## src/hw/rtu_regs.svh

```systemverilog
// Function codes, CRC constants, limits and timing counts for the RTU master
`ifndef RTU_REGS_SVH
`define RTU_REGS_SVH

`define FN_READ_REGS      8'h03
`define FN_WRITE_ONE      8'h06
`define FN_WRITE_MANY     8'h10
`define FN_EXC_BIT        8'h80

`define CRC_INIT          16'hFFFF
`define CRC_POLY          16'hA001
`define CRC_BITS          4'h8

`define MAX_WRITE_REGS    8'h3C
`define MAX_READ_REGS     8'h7D

`define CLK_PERIOD_NS     50
// 3.5 characters of 11 bits at 9600 baud
`define GAP_NS            4010417
`define GAP_CYCLES        ((`GAP_NS + `CLK_PERIOD_NS - 1) / `CLK_PERIOD_NS)
`define TIMEOUT_NS        100000000
`define TIMEOUT_CYCLES    (`TIMEOUT_NS / `CLK_PERIOD_NS)

`define FIFO_DEPTH        8
`endif

```

## src/hw/rtu_pkg.sv

```systemverilog
// Types shared by the RTU master files
package rtu_pkg;
   typedef enum logic [2:0] {
      ST_OK        = 3'b000,
      ST_CRC_ERR   = 3'b001,
      ST_EXCEPTION = 3'b010,
      ST_TIMEOUT   = 3'b011,
      ST_BAD_REPLY = 3'b100,
      ST_BAD_REQ   = 3'b101
   } status_t;

   typedef enum logic [2:0] {
      S_IDLE  = 3'b000,
      S_TX    = 3'b001,
      S_RX    = 3'b010,
      S_CHECK = 3'b011,
      S_DONE  = 3'b100
   } state_t;
endpackage

```

## src/hw/sync_fifo.sv

```systemverilog
// Synchronous FIFO with valid/ready on both sides
`timescale 1ns/10ps
module sync_fifo #(
   parameter int WIDTH = 16,
   parameter int DEPTH = 8
) (
   input  wire logic             mclk_in,
   input  wire logic             rst_b_in,
   input  wire logic             in_valid_in,
   output logic                  in_ready_out,
   input  wire logic [WIDTH-1:0] in_data_in,
   output logic                  out_valid_out,
   input  wire logic             out_ready_in,
   output logic      [WIDTH-1:0] out_data_out
);
   localparam int AW = $clog2(DEPTH);

   logic [WIDTH-1:0] mem_reg [DEPTH];
   logic [AW-1:0]    wr_ptr_reg;
   logic [AW-1:0]    rd_ptr_reg;
   logic [AW:0]      count_reg;
   logic             push;
   logic             pop;

   assign push          = in_valid_in && in_ready_out;
   assign pop           = out_valid_out && out_ready_in;
   assign out_data_out  = mem_reg[rd_ptr_reg];
   assign out_valid_out = (count_reg != '0);

   always_ff @(posedge mclk_in) begin
      if (push) begin
         mem_reg[wr_ptr_reg] <= in_data_in;
      end
   end

   // Ready is a flop so the top level drives it straight from a register
   always_ff @(posedge mclk_in or negedge rst_b_in) begin
      if (!rst_b_in) begin
         wr_ptr_reg   <= '0;
         rd_ptr_reg   <= '0;
         count_reg    <= '0;
         in_ready_out <= 1'b0;
      end else begin
         if (push) begin
            wr_ptr_reg <= (wr_ptr_reg == AW'(DEPTH - 1)) ? '0 : wr_ptr_reg + 1'b1;
         end
         if (pop) begin
            rd_ptr_reg <= (rd_ptr_reg == AW'(DEPTH - 1)) ? '0 : rd_ptr_reg + 1'b1;
         end
         count_reg    <= count_reg + (AW+1)'(push) - (AW+1)'(pop);
         in_ready_out <= (count_reg + (AW+1)'(push) - (AW+1)'(pop)) != (AW+1)'(DEPTH);
      end
   end
endmodule

```

## src/hw/crc16_engine.sv

```systemverilog
// Bit-serial reflected CRC-16 accumulator, one shift per clock
`timescale 1ns/10ps
`include "rtu_regs.svh"
module crc16_engine (
   input  wire logic        mclk_in,
   input  wire logic        rst_b_in,
   input  wire logic        init_in,
   input  wire logic        start_in,
   input  wire logic [7:0]  byte_in,
   output logic             busy_out,
   output logic      [15:0] crc_out
);
   logic [3:0] step_reg;

   always_ff @(posedge mclk_in or negedge rst_b_in) begin
      if (!rst_b_in) begin
         crc_out  <= `CRC_INIT;
         step_reg <= 4'h0;
         busy_out <= 1'b0;
      end else if (init_in) begin
         crc_out  <= `CRC_INIT;
         step_reg <= 4'h0;
         busy_out <= 1'b0;
      end else if (start_in) begin
         crc_out  <= crc_out ^ {8'h00, byte_in};
         step_reg <= 4'h0;
         busy_out <= 1'b1;
      end else if (busy_out) begin
         crc_out  <= {1'b0, crc_out[15:1]} ^ (crc_out[0] ? `CRC_POLY : 16'h0000);
         step_reg <= step_reg + 4'h1;
         busy_out <= (step_reg != `CRC_BITS - 4'h1);
      end
   end

   a_crc_init_value: assert property (@(posedge mclk_in) disable iff (!rst_b_in)
      init_in |=> crc_out == 16'hFFFF) else $error("CRC not preset to all ones");

   a_crc_eight_steps: assert property (@(posedge mclk_in) disable iff (!rst_b_in)
      (start_in && !init_in) |=> busy_out [*8] ##1 !busy_out)
      else $error("CRC byte did not take eight shifts");
endmodule

```

## src/hw/rtu_master.sv

```systemverilog
// RTU serial master: builds request frames, sends them, checks the replies
//
// Contract
// - Function 03 reads, 06 writes one, 10 many
// - Read: address, 03, start, count, CRC
// - Single write: address, 06, register, data, CRC
// - Multi write: address, 10, start, count, bytes, data
// - Sixteen-bit words, most significant byte first
// - At most 60 registers per multi write
// - Sender appends CRC, receiver rechecks it
// - Only the eight data bits enter CRC
// - CRC accumulator starts at all ones
// - Each byte XORed into accumulator low byte
// - Shift right, XOR A001 when one drops out
// - Eight shift steps per byte
// - Appended CRC has its bytes swapped
`timescale 1ns/10ps
`include "rtu_regs.svh"
module rtu_master #(
   parameter int GAP_CYCLES     = `GAP_CYCLES,
   parameter int TIMEOUT_CYCLES = `TIMEOUT_CYCLES,
   parameter int FIFO_DEPTH     = `FIFO_DEPTH
) (
   input  wire logic             mclk_in,
   input  wire logic             rst_b_in,
   input  wire logic             cmd_valid_in,
   output logic                  cmd_ready_out,
   input  wire logic [7:0]       cmd_station_in,
   input  wire logic [7:0]       cmd_func_in,
   input  wire logic [15:0]      cmd_addr_in,
   input  wire logic [7:0]       cmd_count_in,
   input  wire logic             wdata_valid_in,
   output logic                  wdata_ready_out,
   input  wire logic [15:0]      wdata_in,
   output logic                  tx_valid_out,
   output logic      [7:0]       tx_data_out,
   input  wire logic             tx_ready_in,
   input  wire logic             rx_valid_in,
   input  wire logic [7:0]       rx_data_in,
   output logic                  rd_valid_out,
   output logic      [15:0]      rd_data_out,
   output logic                  done_out,
   output rtu_pkg::status_t      status_out,
   output logic      [7:0]       exc_code_out
);
   import rtu_pkg::*;

   logic        rst_s1_reg;
   logic        rst_b;
   state_t      state_reg;
   logic [8:0]  idx_reg;
   logic [7:0]  station_reg;
   logic [7:0]  func_reg;
   logic [15:0] addr_reg;
   logic [7:0]  count_reg;
   logic [15:0] last_word_reg;
   logic [8:0]  exp_len_reg;
   logic        bad_reg;
   logic        exc_reg;
   logic [7:0]  rd_hi_reg;
   logic [31:0] gap_cnt_reg;
   logic [31:0] wait_cnt_reg;
   logic        gap_ok;
   logic [8:0]  dlen;
   logic        fifo_valid;
   logic [15:0] fifo_data;
   logic        need_word;
   logic        tx_load;
   logic        pop;
   logic        rx_take;
   logic [7:0]  tx_byte;
   logic        crc_init;
   logic        crc_start;
   logic        crc_busy;
   logic [15:0] crc_val;
   logic        accept;

   function automatic logic [7:0] frame_byte(input logic [8:0]  idx,
                                             input logic [7:0]  fn,
                                             input logic [7:0]  st,
                                             input logic [15:0] addr,
                                             input logic [7:0]  cnt,
                                             input logic [15:0] word);
      logic [8:0] off;
      off = idx - 9'h007;
      case (idx)
         9'h000: frame_byte = st;
         9'h001: frame_byte = fn;
         9'h002: frame_byte = addr[15:8];
         9'h003: frame_byte = addr[7:0];
         9'h004: frame_byte = (fn == `FN_WRITE_ONE) ? word[15:8] : 8'h00;
         9'h005: frame_byte = (fn == `FN_WRITE_ONE) ? word[7:0] : cnt;
         9'h006: frame_byte = {cnt[6:0], 1'b0};
         default: frame_byte = off[0] ? word[7:0] : word[15:8];
      endcase
   endfunction

   function automatic logic req_ok(input logic [7:0] fn, input logic [7:0] cnt);
      case (fn)
         `FN_READ_REGS:  req_ok = (cnt != 8'h00) && (cnt <= `MAX_READ_REGS);
         `FN_WRITE_ONE:  req_ok = 1'b1;
         `FN_WRITE_MANY: req_ok = (cnt != 8'h00) && (cnt <= `MAX_WRITE_REGS);
         default:        req_ok = 1'b0;
      endcase
   endfunction

   // Reset release through two flops
   always_ff @(posedge mclk_in or negedge rst_b_in) begin
      if (!rst_b_in) begin
         rst_s1_reg <= 1'b0;
         rst_b      <= 1'b0;
      end else begin
         rst_s1_reg <= 1'b1;
         rst_b      <= rst_s1_reg;
      end
   end

   sync_fifo #(.WIDTH(16), .DEPTH(FIFO_DEPTH)) u_wfifo (
      .mclk_in       (mclk_in),
      .rst_b_in      (rst_b),
      .in_valid_in   (wdata_valid_in),
      .in_ready_out  (wdata_ready_out),
      .in_data_in    (wdata_in),
      .out_valid_out (fifo_valid),
      .out_ready_in  (pop),
      .out_data_out  (fifo_data)
   );

   crc16_engine u_crc (
      .mclk_in  (mclk_in),
      .rst_b_in (rst_b),
      .init_in  (crc_init),
      .start_in (crc_start),
      .byte_in  (tx_load ? tx_byte : rx_data_in),
      .busy_out (crc_busy),
      .crc_out  (crc_val)
   );

   assign accept    = cmd_valid_in && cmd_ready_out;
   assign dlen      = (func_reg == `FN_WRITE_MANY) ? 9'h007 + {count_reg, 1'b0} : 9'h006;
   assign need_word = (func_reg == `FN_WRITE_ONE && (idx_reg == 9'h004 || idx_reg == 9'h005)) ||
                      (func_reg == `FN_WRITE_MANY && idx_reg >= 9'h007 && idx_reg < dlen);
   assign gap_ok    = gap_cnt_reg >= 32'(GAP_CYCLES);
   // First byte waits for a quiet bus; the slave never speaks unasked
   assign tx_load   = state_reg == S_TX && !tx_valid_out && !crc_busy && (!need_word || fifo_valid) &&
                      idx_reg < dlen + 9'h002 && (idx_reg != 9'h000 || gap_ok);
   assign pop       = tx_load && need_word && (idx_reg == 9'h005 || (idx_reg >= 9'h007 && !idx_reg[0]));
   assign rx_take   = state_reg == S_RX && rx_valid_in;
   assign crc_start = (tx_load && idx_reg < dlen) || rx_take;
   assign crc_init  = accept || (state_reg == S_TX && idx_reg == dlen + 9'h002 && !tx_valid_out);

   // Swapped CRC: low byte of the accumulator goes out first
   always_comb begin
      if (idx_reg == dlen) begin
         tx_byte = crc_val[7:0];
      end else if (idx_reg == dlen + 9'h001) begin
         tx_byte = crc_val[15:8];
      end else begin
         tx_byte = frame_byte(idx_reg, func_reg, station_reg, addr_reg, count_reg, fifo_data);
      end
   end

   always_ff @(posedge mclk_in or negedge rst_b) begin
      if (!rst_b) begin
         station_reg   <= 8'h00;
         func_reg      <= 8'h00;
         addr_reg      <= 16'h0000;
         count_reg     <= 8'h00;
         last_word_reg <= 16'h0000;
      end else begin
         if (accept) begin
            station_reg <= cmd_station_in;
            func_reg    <= cmd_func_in;
            addr_reg    <= cmd_addr_in;
            count_reg   <= (cmd_func_in == `FN_WRITE_ONE) ? 8'h01 : cmd_count_in;
         end
         if (pop) begin
            last_word_reg <= fifo_data;
         end
      end
   end

   always_ff @(posedge mclk_in or negedge rst_b) begin
      if (!rst_b) begin
         tx_valid_out <= 1'b0;
         tx_data_out  <= 8'h00;
      end else if (tx_load) begin
         tx_valid_out <= 1'b1;
         tx_data_out  <= tx_byte;
      end else if (tx_ready_in) begin
         tx_valid_out <= 1'b0;
      end
   end

   // Any line activity restarts the idle gap measurement
   always_ff @(posedge mclk_in or negedge rst_b) begin
      if (!rst_b) begin
         gap_cnt_reg  <= 32'h0000_0000;
         wait_cnt_reg <= 32'h0000_0000;
      end else begin
         if (rx_valid_in || (tx_valid_out && tx_ready_in)) begin
            gap_cnt_reg <= 32'h0000_0000;
         end else if (!gap_ok) begin
            gap_cnt_reg <= gap_cnt_reg + 32'h0000_0001;
         end
         if (state_reg != S_RX || rx_take) begin
            wait_cnt_reg <= 32'h0000_0000;
         end else begin
            wait_cnt_reg <= wait_cnt_reg + 32'h0000_0001;
         end
      end
   end

   // Reply parsing
   always_ff @(posedge mclk_in or negedge rst_b) begin
      if (!rst_b) begin
         bad_reg      <= 1'b0;
         exc_reg      <= 1'b0;
         exp_len_reg  <= 9'h1FF;
         exc_code_out <= 8'h00;
         rd_hi_reg    <= 8'h00;
         rd_valid_out <= 1'b0;
         rd_data_out  <= 16'h0000;
      end else begin
         rd_valid_out <= 1'b0;
         if (accept) begin
            bad_reg      <= 1'b0;
            exc_reg      <= 1'b0;
            exp_len_reg  <= 9'h1FF;
            exc_code_out <= 8'h00;
         end else if (rx_take) begin
            if (idx_reg == 9'h000) begin
               bad_reg <= rx_data_in != station_reg;
            end else if (idx_reg == 9'h001) begin
               if (rx_data_in == (func_reg | `FN_EXC_BIT)) begin
                  exc_reg <= 1'b1;
               end else if (rx_data_in != func_reg) begin
                  bad_reg <= 1'b1;
               end
            end else if (idx_reg == 9'h002 && exc_reg) begin
               exc_code_out <= rx_data_in;
               exp_len_reg  <= 9'h005;
            end else if (idx_reg == 9'h002 && func_reg == `FN_READ_REGS) begin
               exp_len_reg <= {1'b0, rx_data_in} + 9'h005;
               if (rx_data_in != {count_reg[6:0], 1'b0}) begin
                  bad_reg <= 1'b1;
               end
            end else if (func_reg == `FN_READ_REGS && !exc_reg) begin
               if (idx_reg < exp_len_reg - 9'h002) begin
                  if (idx_reg[0]) begin
                     rd_hi_reg <= rx_data_in;
                  end else begin
                     rd_valid_out <= 1'b1;
                     rd_data_out  <= {rd_hi_reg, rx_data_in};
                  end
               end
            end else if (!exc_reg && idx_reg <= 9'h005) begin
               if (idx_reg == 9'h002) begin
                  exp_len_reg <= 9'h008;
               end
               if (rx_data_in != frame_byte(idx_reg, func_reg, station_reg, addr_reg, count_reg,
                                            last_word_reg)) begin
                  bad_reg <= 1'b1;
               end
            end
         end
      end
   end

   always_ff @(posedge mclk_in or negedge rst_b) begin
      if (!rst_b) begin
         state_reg     <= S_IDLE;
         idx_reg       <= 9'h000;
         cmd_ready_out <= 1'b1;
         done_out      <= 1'b0;
         status_out    <= ST_OK;
      end else begin
         done_out <= 1'b0;
         case (state_reg)
            S_IDLE: begin
               idx_reg <= 9'h000;
               if (accept) begin
                  cmd_ready_out <= 1'b0;
                  if (req_ok(cmd_func_in, cmd_count_in)) begin
                     state_reg <= S_TX;
                  end else begin
                     status_out <= ST_BAD_REQ;
                     state_reg  <= S_DONE;
                  end
               end
            end
            S_TX: begin
               if (tx_valid_out && tx_ready_in) begin
                  idx_reg <= idx_reg + 9'h001;
               end else if (crc_init) begin
                  idx_reg   <= 9'h000;
                  state_reg <= S_RX;
               end
            end
            S_RX: begin
               if (rx_take) begin
                  idx_reg <= idx_reg + 9'h001;
                  if (idx_reg + 9'h001 == exp_len_reg) begin
                     state_reg <= S_CHECK;
                  end
               end else if (idx_reg == 9'h000 && wait_cnt_reg >= 32'(TIMEOUT_CYCLES)) begin
                  status_out <= ST_TIMEOUT;
                  state_reg  <= S_DONE;
               end else if (idx_reg != 9'h000 && gap_ok) begin
                  status_out <= ST_BAD_REPLY;
                  state_reg  <= S_DONE;
               end
            end
            S_CHECK: begin
               // Running CRC over data plus its appended check leaves zero
               if (!crc_busy) begin
                  state_reg <= S_DONE;
                  if (crc_val != 16'h0000) begin
                     status_out <= ST_CRC_ERR;
                  end else if (bad_reg) begin
                     status_out <= ST_BAD_REPLY;
                  end else if (exc_reg) begin
                     status_out <= ST_EXCEPTION;
                  end else begin
                     status_out <= ST_OK;
                  end
               end
            end
            S_DONE: begin
               done_out      <= 1'b1;
               cmd_ready_out <= 1'b1;
               state_reg     <= S_IDLE;
            end
            default: begin
               state_reg <= S_IDLE;
            end
         endcase
      end
   end

   a_tx_gap_first: assert property (@(posedge mclk_in) disable iff (!rst_b)
      (tx_load && idx_reg == 9'h000) |-> gap_cnt_reg >= GAP_CYCLES) else $error("Frame started without gap");
   a_tx_func_legal: assert property (@(posedge mclk_in) disable iff (!rst_b)
      (tx_load && idx_reg == 9'h001) |=> tx_data_out inside {8'h03, 8'h06, 8'h10}) else $error("Bad function");
   a_tx_addr_msb: assert property (@(posedge mclk_in) disable iff (!rst_b)
      (tx_load && idx_reg == 9'h002) |=> tx_data_out == addr_reg[15:8]) else $error("Address not MSB first");
   a_tx_crc_swap: assert property (@(posedge mclk_in) disable iff (!rst_b)
      (tx_load && idx_reg == dlen) |=> tx_data_out == $past(crc_val[7:0])) else $error("CRC low byte not first");
   a_tx_hold_data: assert property (@(posedge mclk_in) disable iff (!rst_b)
      (tx_valid_out && !tx_ready_in) |=> tx_valid_out && $stable(tx_data_out)) else $error("Tx byte dropped");
   a_write_max_regs: assert property (@(posedge mclk_in) disable iff (!rst_b)
      (state_reg == S_TX && func_reg == 8'h10) |-> count_reg <= 8'h3C) else $error("Too many registers");
   a_ok_crc_zero: assert property (@(posedge mclk_in) disable iff (!rst_b)
      (state_reg == S_CHECK && !crc_busy && !bad_reg && !exc_reg && crc_val == 16'h0000) |=> status_out == ST_OK
      ##1 done_out) else $error("Good reply not reported");
   a_done_one_cycle: assert property (@(posedge mclk_in) disable iff (!rst_b)
      done_out |-> cmd_ready_out ##1 !done_out) else $error("Done not a single pulse");
   a_exc_status: assert property (@(posedge mclk_in) disable iff (!rst_b)
      (done_out && status_out == ST_EXCEPTION) |-> exc_reg && $past(crc_val, 2) == 16'h0000)
      else $error("Exception reported wrongly");
endmodule

```

## config.mk

```make
export PLATFORM = sky130hd
export DESIGN_NAME = rtu_master
export DESIGN_NICKNAME = d
export VERILOG_FILES = /design/src/hw/rtu_pkg.sv /design/src/hw/sync_fifo.sv /design/src/hw/crc16_engine.sv /design/src/hw/rtu_master.sv
export VERILOG_INCLUDE_DIRS = /design/src /design/src/hw
export SDC_FILE = /design/constraint.sdc
export NUM_CORES = 1
export LEC_CHECK = 0
export BUFFER_PORTS_ARGS = -buffer_cell sky130_fd_sc_hd__buf_2
export CELL_PAD_IN_SITES_DETAIL_PLACEMENT = 0
export CELL_PAD_IN_SITES_GLOBAL_PLACEMENT = 1
export CORE_MARGIN = 1
export CORE_UTILIZATION = 40
export CTS_CLUSTER_SIZE = 25
export DETAILED_ROUTE_END_ITERATION = 12
export GPL_TIMING_DRIVEN = 0
export PLACE_DENSITY_LB_ADDON = 0.1
export SYNTH_ARGS = -nofsm -noshare
export SYNTH_HDL_FRONTEND = slang
export SYNTH_SLANG_ARGS = --single-unit
```

## constraint.sdc

```tcl
create_clock -name mclk_in -period 15.1 [get_ports mclk_in]
set_clock_uncertainty 0.15 [all_clocks]
set_input_delay 0 -clock mclk_in [delete_from_list [all_inputs] [get_ports mclk_in]]
set_output_delay 0 -clock mclk_in [all_outputs]
set_load 0.05 [all_outputs]
```

==> results of run 1 <==
## routing by layer
| layer | global-route usage | part of all wire | vias up | wire length (um) |
|---|---|---|---|---|
| met5 | 0 | 0 | - | 0 |
| li1 | - | - | 6542 | - |
| met3 | 0.0368 | 0.048 | 61 | 2510 |
| met2 | 0.343 | 0.44 | 309 | 22700 |
| met4 | 0.0600 | 0.019 | 0 | 994 |
| met1 | 0.345 | 0.50 | 6816 | 25700 |
## critical path, delay by kind of cell, from the launching register on
| kind | cells | cell delay, ns |
|---|---|---|
| and+or+nand+nor | 7 | 1.77 |
| adders and majority gates | 5 | 1.44 |
| AOI/OAI and AO/OA | 4 | 1.21 |
| buffers and inverters | 3 | 0.60 |
| DFF | 1 | 0.46 |
| xor gates and xnor gates | 1 | 0.19 |
## final timing paths
check / startpoint / to / cells after the start
min in group asynchronous: rst_b_in / rst_s1_reg / 3
max reg2reg: func_reg[3] / u_wfifo.in_ready_out / 20
min reg2reg: rst_b / gap_cnt_reg[14] / 0
max: func_reg[3] / u_wfifo.in_ready_out / 20
min: cmd_func_in[3] / func_reg[3] / 4
max in group asynchronous: rst_b / exp_len_reg[6] / 2
## cell families after synthesis
kind of cell / count (synthesis) / share of synthesized area
and+or+nand+nor: 601 / 0.158
DFF: 352 / 0.520
AOI/OAI and AO/OA: 300 / 0.113
buffers and inverters: 144 / 0.0320
xor gates and xnor gates: 124 / 0.0619
muxes: 99 / 0.0794
adders and majority gates: 51 / 0.0354
other: 1 / 0.000206
## cell usage after synthesis (7+ instances only)
cell | n | area, um^2
a211oi_1 | 12 | 90.1
a21o_1 | 13 | 97.6
a21oi_1 | 47 | 235
a221oi_1 | 8 | 70.1
a22oi_1 | 13 | 97.6
and2_1 | 16 | 100
and3_1 | 14 | 87.6
and4_1 | 8 | 70.1
buf_1 | 9 | 33.8
buf_2 | 16 | 80.1
clkbuf_1 | 66 | 248
dfrtp_1 | 198 | 4950
dfstp_2 | 26 | 683
edfxtp_1 | 128 | 3840
ha_1 | 50 | 626
inv_1 | 47 | 176
mux2_1 | 9 | 101
mux2_2 | 26 | 293
mux2i_1 | 31 | 310
mux4_2 | 33 | 743
nand2_1 | 244 | 916
nand2b_1 | 11 | 68.8
nand3_1 | 47 | 235
nand4_1 | 19 | 119
nor2_1 | 131 | 492
nor3_1 | 32 | 160
nor3b_1 | 7 | 52.6
nor4_1 | 22 | 138
o2111ai_1 | 8 | 70.1
o211ai_1 | 18 | 135
o21a_1 | 9 | 67.6
o21ai_0 | 80 | 400
o21ai_1 | 19 | 95.1
o221ai_1 | 10 | 87.6
o31ai_1 | 7 | 52.6
or3_1 | 14 | 87.6
xnor2_1 | 45 | 394
xor2_1 | 76 | 666
## area by class of cell
| type | instances | area (um^2) |
|---|---|---|
| clock buffers | 52 | 1090 |
| multi-input cells | 1176 | 8180 |
| plain buffers | 95 | 399 |
| clock inverters | 23 | 377 |
| well taps | 592 | 741 |
| fillers | 4095 | 22500 |
| repair buffers | 209 | 1620 |
| inverters | 49 | 184 |
| flip-flops and latches | 352 | 9490 |
## per-stage QoR
stage / hold WS [ns] / cells / cell area, um^2
finish: 0.0229 / 2548 / 22100
detailed placement: -0.363 / 2385 / 19700
global placement: -0.363 / 2373 / 19500
global route: 0.0259 / 2548 / 22100
floorplan: -0.446 / 1672 / 18200
CTS: 0.00111 / 2548 / 22100
## power breakdown
group	internal, mW	switching (mW)	leakage, nW	total [mW]
combinational	0.372	0.721	4.28	1.09
sequential	1.13	0.119	4.07	1.25
clock	0.655	0.418	0.699	1.07
## timing repair
item,CTS,global route
endpoints found under the setup margin,0,0
hold endpoints to repair,204,0
hold buffers,88,0
==> metrics.yaml, run 1 <==
run_status:
  outcome: "finished, final reports clean"
place:
  gp_congestion: 0.847
  dp.final_hpwl_mm: 37.5
  io_buffer_count: 109
  pre_cts_slack_ns: 9.21
global_routing:
  first_global_vias: 13900
  grt_max_degree: 66
  gr-total-overflow: 0
  grt_use_total: 0.230
  grt_pass1_wl_mm: 82.4
  antenna_found_initial: 0
clock_network:
  cts_root_buf: "clkbuf_16"
  clockBufferDepth: 3
  clk_pin_slew_ns: 0.06
  cts_tree: "done"
  cts_max_level: 2
  clkLatencyLatePin_ns: 0.57
  cts_sinks: 352
  postCtsSetupRepairBufs: 0
  numCtsBuffers: 41
  ctsResizeCount: 0
timing:
  finalCriticalPeriod_ns: 5.96
  tightestPinTransition_ns: 1.08
  fin_setup_tns_ns: 0
  maxSlewViolCount: 0
  hold_viol: 0
  slew_headroom: 0.277
  rsz0062_at_grt: "no"
  postLayoutSetupSlackWorst_ns: 9.14
  finalSetupViolCount: 0
  fin_crit_sh: 0.395
  fmax_mhz: 168
floorplan:
  ios: 110
  die_y_um: 215
  die_area_um2: 46400
  start_util: 0.409
  rows: 77
  coreArea_um2: 44600
  die_x_um: 215
detailed_routing:
  drtIter0Drc: 922
  wl_per_cell_um: 20.4
  vias_per_cell: 5.39
  drc: 0
  totalWireLength_mm: 51.9
  first_pass_iters: 5
  postRouteAntennaNets: 0
  vias: 13700
final_layout:
  synthToLayoutAreaGrowth_pct: 21.2
  drive_gt1_frac: 0.166
  layout_common_cells: "nand2_1 (244), dfrtp_1 (197), edfxtp_1 (128), buf_2 (126), nor2_1 (125)"
  final_nets: 2045
  layout_commonest_cell: "nand2_1"
  diodes: 0
  largest_reg_flops: 128
  postLayoutCoreUtil: 0.495
critical_path:
  cp_slowest_cell: "a2111oi_0"
  path_cells: "nor4_4 > nand2_2 > inv_2 > clkbuf_1 > nand2_1 > ha_1 > nand3_1 > a211oi_1 > xor2_1 > ha_1 > a2111oi_0 > o21ai_1 > a211oi_2 > and4_1 > ha_1 > inv_1 > ha_1 > fa_1 > nor3_1 > nand2_1"
  critPathRequiredTime_ns: 15.41
  reg2reg_setup_slack_ns: 9.14
  crit_top_cell: "ha_1"
  worstPathArrival_ns: 6.27
  worstSetupPathType: "reg2reg"
  critPathCaptureType: "flop"
  start_kind: "flop"
  cpPeakStageDelay_ns: 0.60
  path_max_fanout: 10
synthesis:
  ys_warn_count: 0
  async_reset_ff_frac: 0.636
  synth_area_um2: 18200
  ys_ff_latch: 352
  ys_seq_area_frac: 0.520
  synth_cell_types: 96
  syn_inst: 1672
  syn_nets: 1793
  synth.avg_cell_area_um2: 10.9
  synth-edff-count: 128
  synth_ff_type: "dfrtp_1"
pwr:
  finalPower_mw: 3.42
  leakagePower_nw: 9.05
  peakVddDrop_mv: 0.101
  power_density_nw_per_um2: 155
run:
  cap_violations: 0
min_path:
  hp-class: "in2reg"
Power figures use the tool's default switching activity.
==> inputs of run 2 (changes only) <==
==> constraint.sdc (replaced) <==
create_clock -name mclk_in -period 5.15 [get_ports mclk_in]
set_clock_uncertainty 0.15 [all_clocks]
set_input_delay 0 -clock mclk_in [delete_from_list [all_inputs] [get_ports mclk_in]]
set_output_delay 0 -clock mclk_in [all_outputs]
set_load 0.05 [all_outputs]
==> metrics.yaml, run 2 (synthesis results as in run 1) <==
timing:
  fin_crit_sh: 0.960  # +0.565
  fmax_mhz: 202  # +21%
  tightestPinTransition_ns: 1.12  # +0.0467 ns
  maxSlewViolCount: 0  # unchanged
  finalCriticalPeriod_ns: 4.94  # -1.01 ns
  slew_headroom: 0.246  # -0.0313
  hold_viol: 0  # unchanged
  finalSetupViolCount: 0  # unchanged
  fin_setup_tns_ns: 0  # unchanged
detailed_routing:
  drtIter0Drc: 1106  # +20%
  postRouteAntennaNets: 0  # unchanged
  drc: 0  # unchanged
  first_pass_iters: 6  # +1
  wl_per_cell_um: 20.4  # +0.22%
  totalWireLength_mm: 52.2  # +0.46%
  vias: 13900  # +1.3%
  vias_per_cell: 5.44  # +1.0%
pwr:
  p_sw_mw: 3.67  # +190%
  leakagePower_nw: 9.02  # -0.29%
  p_comb_frac: 0.338  # +0.018
  power_density_nw_per_um2: 441  # +190%
  p_int_mw: 6.09  # +180%
  swShare: 0.376  # +0.00831
  p_clk_frac: 0.286  # -0.028
  seqPwrFrac: 0.377  # +0.011
  peakVddDrop_mv: 0.266  # +160%
final_layout:
  regArea_um2: 9490  # about the same
  largest_reg_flops: 128  # unchanged
  final_cell_area_um2: 22100  # +0.16%
  layout_common_cells: "nand2_1 (243), dfrtp_1 (191), edfxtp_1 (128), buf_2 (125), nor2_1 (124)"
  synthToLayoutAreaGrowth_pct: 21.4
  fin_cells: 2554  # +0.24%
  drive_gt1_frac: 0.175  # +0.00927
  fill_cells: 4139  # +1.1%
  multi_input_area_um2: 8270  # +1.1%
  layout_commonest_cell: "nand2_1"
  final_nets: 2052  # +0.34%
critical_path:
  worstSetupPathType: "reg2reg"
  worstPathArrival_ns: 5.26  # -1.01 ns
  cp_slowest_cell: "or4b_4"
  path_cells: "nor4b_4 > nand2_2 > inv_2 > clkbuf_4 > nand2_2 > ha_4 > or4b_4 > a211o_1 > and2_1 > ha_1 > o21ai_0 > o21ai_1 > o2111a_1 > a211oi_4 > and4_4 > ha_1 > inv_1 > ha_1 > fa_1 > xor2_1 > nor3_2 > nand2_1"
  start_kind: "flop"
  startpoint: "func_reg[4]"
  r2r_cells: 22  # +10%
  reg2reg_setup_slack_ns: 0.21  # -8.94 ns
  reg2reg_from: "func_reg[4]"
  cpPeakStageDelay_ns: 0.48  # -0.12 ns
  path_max_fanout: 10  # unchanged
  crit_top_cell: "ha_1"
  critPathRequiredTime_ns: 5.46  # -9.95 ns
  critPathCaptureType: "flop"
  reg2reg_to: "u_wfifo.in_ready_out"
clock_network:
  cts_tree: "done"
  clockBufferDepth: 3  # unchanged
  numCtsBuffers: 40  # -2.4%
  cts_sinks: 352  # unchanged
  cts_max_level: 2  # unchanged
  cts_root_buf: "clkbuf_16"
  clk_pin_slew_ns: 0.06  # about the same
  clkLatencyLatePin_ns: 0.58  # about the same
run:
  cap_violations: 0  # unchanged
place:
  post_dp_cell_area_um2: 19800  # +0.15%
  gp_congestion: 0.857  # +1.2%
  dpl.cell_count: 2385  # unchanged
  io_buffer_count: 109  # unchanged
  dp.final_hpwl_mm: 37.2  # -0.74%
global_routing:
  antenna_found_initial: 1  # +1
  grt_use_total: 0.228  # -0.00175
  grt_max_degree: 64  # -3.0%
  grt_pass1_wl_mm: 81.9  # -0.64%
  gr-total-overflow: 0  # unchanged
  first_global_vias: 13800  # -0.41%
floorplan:
  die_y_um: 215  # unchanged
  die_x_um: 215  # unchanged
  rows: 77  # unchanged
  die_area_um2: 46400  # unchanged
  coreArea_um2: 44600  # unchanged
  start_util: 0.409  # unchanged
  ios: 110  # unchanged
min_path:
  hold_depth: 4  # unchanged
  hold_end: "addr_reg[15]"
  hp-class: "in2reg"
  holdCritStartpoint: "cmd_addr_in[15]"
run_status:
  outcome: "finished, final reports clean"
run 2: critical path, delay by kind of cell (launching register included):
family / cells / cell delay [ns]
AO/OA/AOI/OAI: 5 / 0.85
AND/OR/NAND/NOR: 8 / 1.55
buffers and inverters: 3 / 0.30
adder cells (fa/ha/maj): 5 / 1.33
flip-flops: 1 / 0.44
XOR/XNOR: 1 / 0.20
run 2: power groups by stage:
stage               Sequential (mW)  Combinational [mW]  Clock (mW)
CTS                            3.67                3.21        2.87
global route                   3.72                3.57        2.98
finish                         3.68                3.29        2.79
detailed placement             3.72                3.08           0
floorplan                      3.90                1.90           0
global placement               3.74                3.03           0
run 2: how the worst max path moves through the flow:
stage	endpoint	depth (start not counted)
floorplan	u_wfifo.in_ready_out	21
global placement	u_wfifo.in_ready_out	20
detailed placement	u_wfifo.in_ready_out	21
CTS	u_wfifo.in_ready_out	22
global route	u_wfifo.in_ready_out	22
finish	u_wfifo.in_ready_out	22
run 2: repair_timing:
item,in CTS,in global routing
pin swaps,1,5
gates resized for setup,12,20
hold endpoints to repair,206,0
hold buffers,89,0
buffers inserted,3,4
endpoints found under the setup margin,41,15
run 2: area by class of cell:
cell class	instances	share of cell area
Tap cell	592	0.0335
Timing Repair Buffer	217	0.0775
Clock buffer	58	0.0501
Inverter	49	0.00866
Buffer	95	0.0185
Antenna cell	1	0.000113
Clock inverter	14	0.00826
Multi-Input combinational cell	1176	0.374
Sequential cell	352	0.429
run 2: metrics by stage:
stage                util  hold WS [ns]  power (mW)  setup WS, ns
finish              0.496        0.0221        9.76         0.206
global route        0.496        0.0380        10.3       -0.0112
CTS                 0.493       0.00100        9.74        0.0164
detailed placement  0.443        -0.363        6.80        -0.686
global placement    0.437        -0.363        6.77        -0.763
floorplan               -        -0.446        5.80         0.454
run 2: per-layer routing:
layer | GRT usage | up-vias | wire [um] | part of all wire
li1 | - | 6573 | - | -
met1 | 0.342 | 6925 | 25600 | 0.49
met2 | 0.344 | 336 | 23000 | 0.44
met3 | 0.0319 | 68 | 2450 | 0.047
met4 | 0.0603 | 0 | 1120 | 0.021
met5 | 0 | - | 0 | 0
==> inputs of run 3 (changes only) <==
--- a/config.mk
+++ b/config.mk
@@ -6,6 +6,7 @@
 export SDC_FILE = /design/constraint.sdc
 export NUM_CORES = 1
 export LEC_CHECK = 0
+export ABC_AREA = 1
 export BUFFER_PORTS_ARGS = -buffer_cell sky130_fd_sc_hd__buf_2
 export CELL_PAD_IN_SITES_DETAIL_PLACEMENT = 0
 export CELL_PAD_IN_SITES_GLOBAL_PLACEMENT = 1
==> metrics.yaml, run 3 <==
synthesis:
  yosysMostFrequentCell: "nand2_1"
  ys_seq_area_frac: 0.508  # -0.0124
  syn_inst: 2213  # +32%
  async_reset_ff_frac: 0.636  # unchanged
  synth_top_area_cell: "dfrtp_1"
  synth_ff_type: "dfrtp_1"
  synthTopCellsByArea: "dfrtp_1 (27%), edfxtp_1 (21%), nand2_1 (9.4%)"
  synth-edff-count: 128  # unchanged
  synth_top_area_share: 0.265  # -0.00647
  synth_commonest_cells: "nand2_1 (467), nor2_1 (254), inv_1 (238)"
  syn_nets: 2334  # +30%
  ys_ff_latch: 352  # unchanged
  ys_warn_count: 0  # unchanged
  synth.avg_cell_area_um2: 8.44  # -23%
  synth_cell_types: 64  # -33%
  synth_area_um2: 18700  # +2.4%
pwr:
  power_density_nw_per_um2: 398  # -9.8%
  peakVddDrop_mv: 0.260  # -2.1%
  p_int_mw: 5.87  # -3.5%
  seqPwrFrac: 0.413  # +0.036
  swShare: 0.347  # -0.0293
  p_sw_mw: 3.12  # -15%
  leakagePower_nw: 9.77  # +8.3%
  p_clk_frac: 0.334  # +0.048
  p_comb_frac: 0.253  # -0.085
final_layout:
  largest_reg_flops: 128  # unchanged
  layout_common_cells: "nand2_1 (467), nor2_1 (246), inv_1 (237), o21ai_0 (205), dfrtp_1 (197)"
  synthToLayoutAreaGrowth_pct: 21.0
  drive_gt1_frac: 0.125  # -0.0497
  layout_commonest_cell: "nand2_1"
  fill_cells: 4374  # +5.7%
  final_nets: 2589  # +26%
  diodes: 0  # -1
clock_network:
  clockBufferDepth: 3  # unchanged
  cts_max_level: 2  # unchanged
  clkLatencyLatePin_ns: 0.59  # about the same
  cts_root_buf: "clkbuf_16"
  cts_tree: "done"
  cts_sinks: 352  # unchanged
  numCtsBuffers: 41  # +2.5%
  clk_pin_slew_ns: 0.06  # about the same
detailed_routing:
  drtIter0Drc: 1326  # +20%
  postRouteAntennaNets: 0  # unchanged
  vias_per_cell: 5.24  # -3.7%
  wl_met1_mm: 27.4  # +7.0%
  totalWireLength_mm: 58.5  # +12%
  wl_per_cell_um: 18.9  # -7.7%
  dr.max_layer_used: "met4"
  vias: 16300  # +17%
  first_pass_iters: 5  # -1
  wl_met3_mm: 3.43  # +40%
  drc: 0  # unchanged
  wl_met2_mm: 26.3  # +15%
timing:
  hold_viol: 0  # unchanged
  slew_headroom: 0.340  # +0.0942
  finalCriticalPeriod_ns: 4.93  # -0.0116 ns
  finalSetupViolCount: 0  # unchanged
  tightestPinTransition_ns: 0.984  # -0.139 ns
  maxSlewViolCount: 0  # unchanged
  fin_crit_sh: 0.958  # -0.00226
  hold_slack_ns: 0.0141  # -0.00799 ns
  postLayoutSetupSlackWorst_ns: 0.217  # +0.0116 ns
  fmax_mhz: 203  # +0.24%
  rsz0062_at_grt: "no"
critical_path:
  worstSetupPathType: "reg2reg"
  critPathCaptureType: "flop"
  cpPeakStageDelay_ns: 0.44  # -0.04 ns
  worstPathArrival_ns: 5.21  # -0.05 ns
  cp_slowest_cell: "fa_1"
  critPathRequiredTime_ns: 5.43  # -0.03 ns
  path_max_fanout: 10  # unchanged
  path_cells: "buf_6 > clkinvlp_4 > ha_2 > inv_1 > nor2_1 > inv_1 > ha_1 > nand3_1 > inv_1 > nand3_1 > nand2_1 > ha_1 > a211o_1 > nor3_4 > nand3_2 > nor3_4 > buf_6 > ha_1 > inv_1 > ha_1 > fa_1 > nor3_1 > nand2_1"
  start_kind: "flop"
floorplan:
  die_y_um: 218  # +1.2%
  die_area_um2: 47500  # +2.4%
  rows: 78  # +1.3%
  die_x_um: 218  # +1.2%
  coreArea_um2: 45700  # +2.4%
  start_util: 0.409  # about the same
  ios: 110  # unchanged
place:
  dp.final_hpwl_mm: 42.8  # +15%
  gp_congestion: 0.894  # +4.4%
  pre_cts_slack_ns: -0.915  # -0.229 ns
  io_buffer_count: 103  # -5.5%
global_routing:
  gr-total-overflow: 0  # unchanged
  grt_max_degree: 61  # -4.7%
  grt_pass1_wl_mm: 91.2  # +11%
  first_global_vias: 15700  # +14%
  grt_use_total: 0.250  # +0.0224
  antenna_found_initial: 0  # -1
min_path:
  hp-class: "in2reg"
run_status:
  outcome: "finished, final reports clean"
run:
  cap_violations: 0  # unchanged
## run 3: area by class of cell
class	count	area, um^2	area share
Clock buffer	46	1080	0.0480
Timing Repair Buffer	212	1690	0.0748
Multi-Input combinational cell	1525	7960	0.352
Buffer	69	305	0.0135
Sequential cell	352	9490	0.420
Inverter	267	1010	0.0446
Tap cell	600	751	0.0332
Clock inverter	29	309	0.0137
## run 3: kinds of logic after synthesis
logic type / share of synthesized area
xor+xnor: 0.0275
mux: 0.00161
flops: 0.508
fa+ha+maj: 0.0346
simple gates: 0.236
buf+inv: 0.0694
compound gates: 0.123
other cells: 0.000201
## run 3: critical path: cells and delay by family (launching register included)
family | cells | cell delay [ns]
AO/OA/AOI/OAI | 1 | 0.33
adder cells (fa/ha/maj) | 6 | 1.67
buffers and inverters | 7 | 0.78
flip-flops | 1 | 0.35
AND/OR/NAND/NOR | 9 | 1.47
## run 3: worst paths after layout
kind / startpoint / end / slack [ns] / cells after the start
hold / removal: cmd_addr_in[2] / addr_reg[2] / 0.01 / 4
max in group asynchronous: rst_b / func_reg[0] / 3.53 / 2
hold reg to reg: rst_s1_reg / rst_b / 0.20 / 0
min in group asynchronous: rst_b_in / rst_b / 0.12 / 3
setup / recovery: count_reg[0] / u_wfifo.in_ready_out / 0.22 / 23
setup reg to reg: count_reg[0] / u_wfifo.in_ready_out / 0.22 / 23
## run 3: power by group through the flow
| stage | clock network, mW | logic, mW | registers [mW] |
|---|---|---|---|
| after CTS | 3.07 | 2.25 | 3.71 |
| after floorplan | 0 | 1.28 | 3.85 |
| after global routing | 3.18 | 2.51 | 3.77 |
| after global placement | 0 | 2.05 | 3.79 |
| final | 3.00 | 2.28 | 3.72 |
| after detailed placement | 0 | 2.16 | 3.76 |
## run 3: repair_timing
item | CTS | global route
endpoints found under the hold margin | 217 | 0
buffers inserted | 3 | 0
pin swaps | 2 | 1
hold buffers | 94 | 0
gates resized for setup | 7 | 6
setup endpoints to repair | 5 | 1
## run 3: per-layer routing
layer | GRT usage | up-vias
met4 | 0.0650 | 0
met3 | 0.0350 | 82
met2 | 0.394 | 449
li1 | - | 7925
met5 | 0 | -
met1 | 0.360 | 7798
## run 3: stage by stage
stage	cells	power, mW	util	area, um^2	setup TNS (ns)
5_1_grt	3100	9.45	0.495	22600	0
3_3_place_gp	2916	5.84	0.436	19900	-79.79
4_1_cts	3100	9.03	0.494	22600	0
2_1_floorplan	2213	5.14	-	18700	0
3_5_place_dp	2928	5.92	0.442	20200	-2.53
6_report	3100	8.99	0.495	22600	0
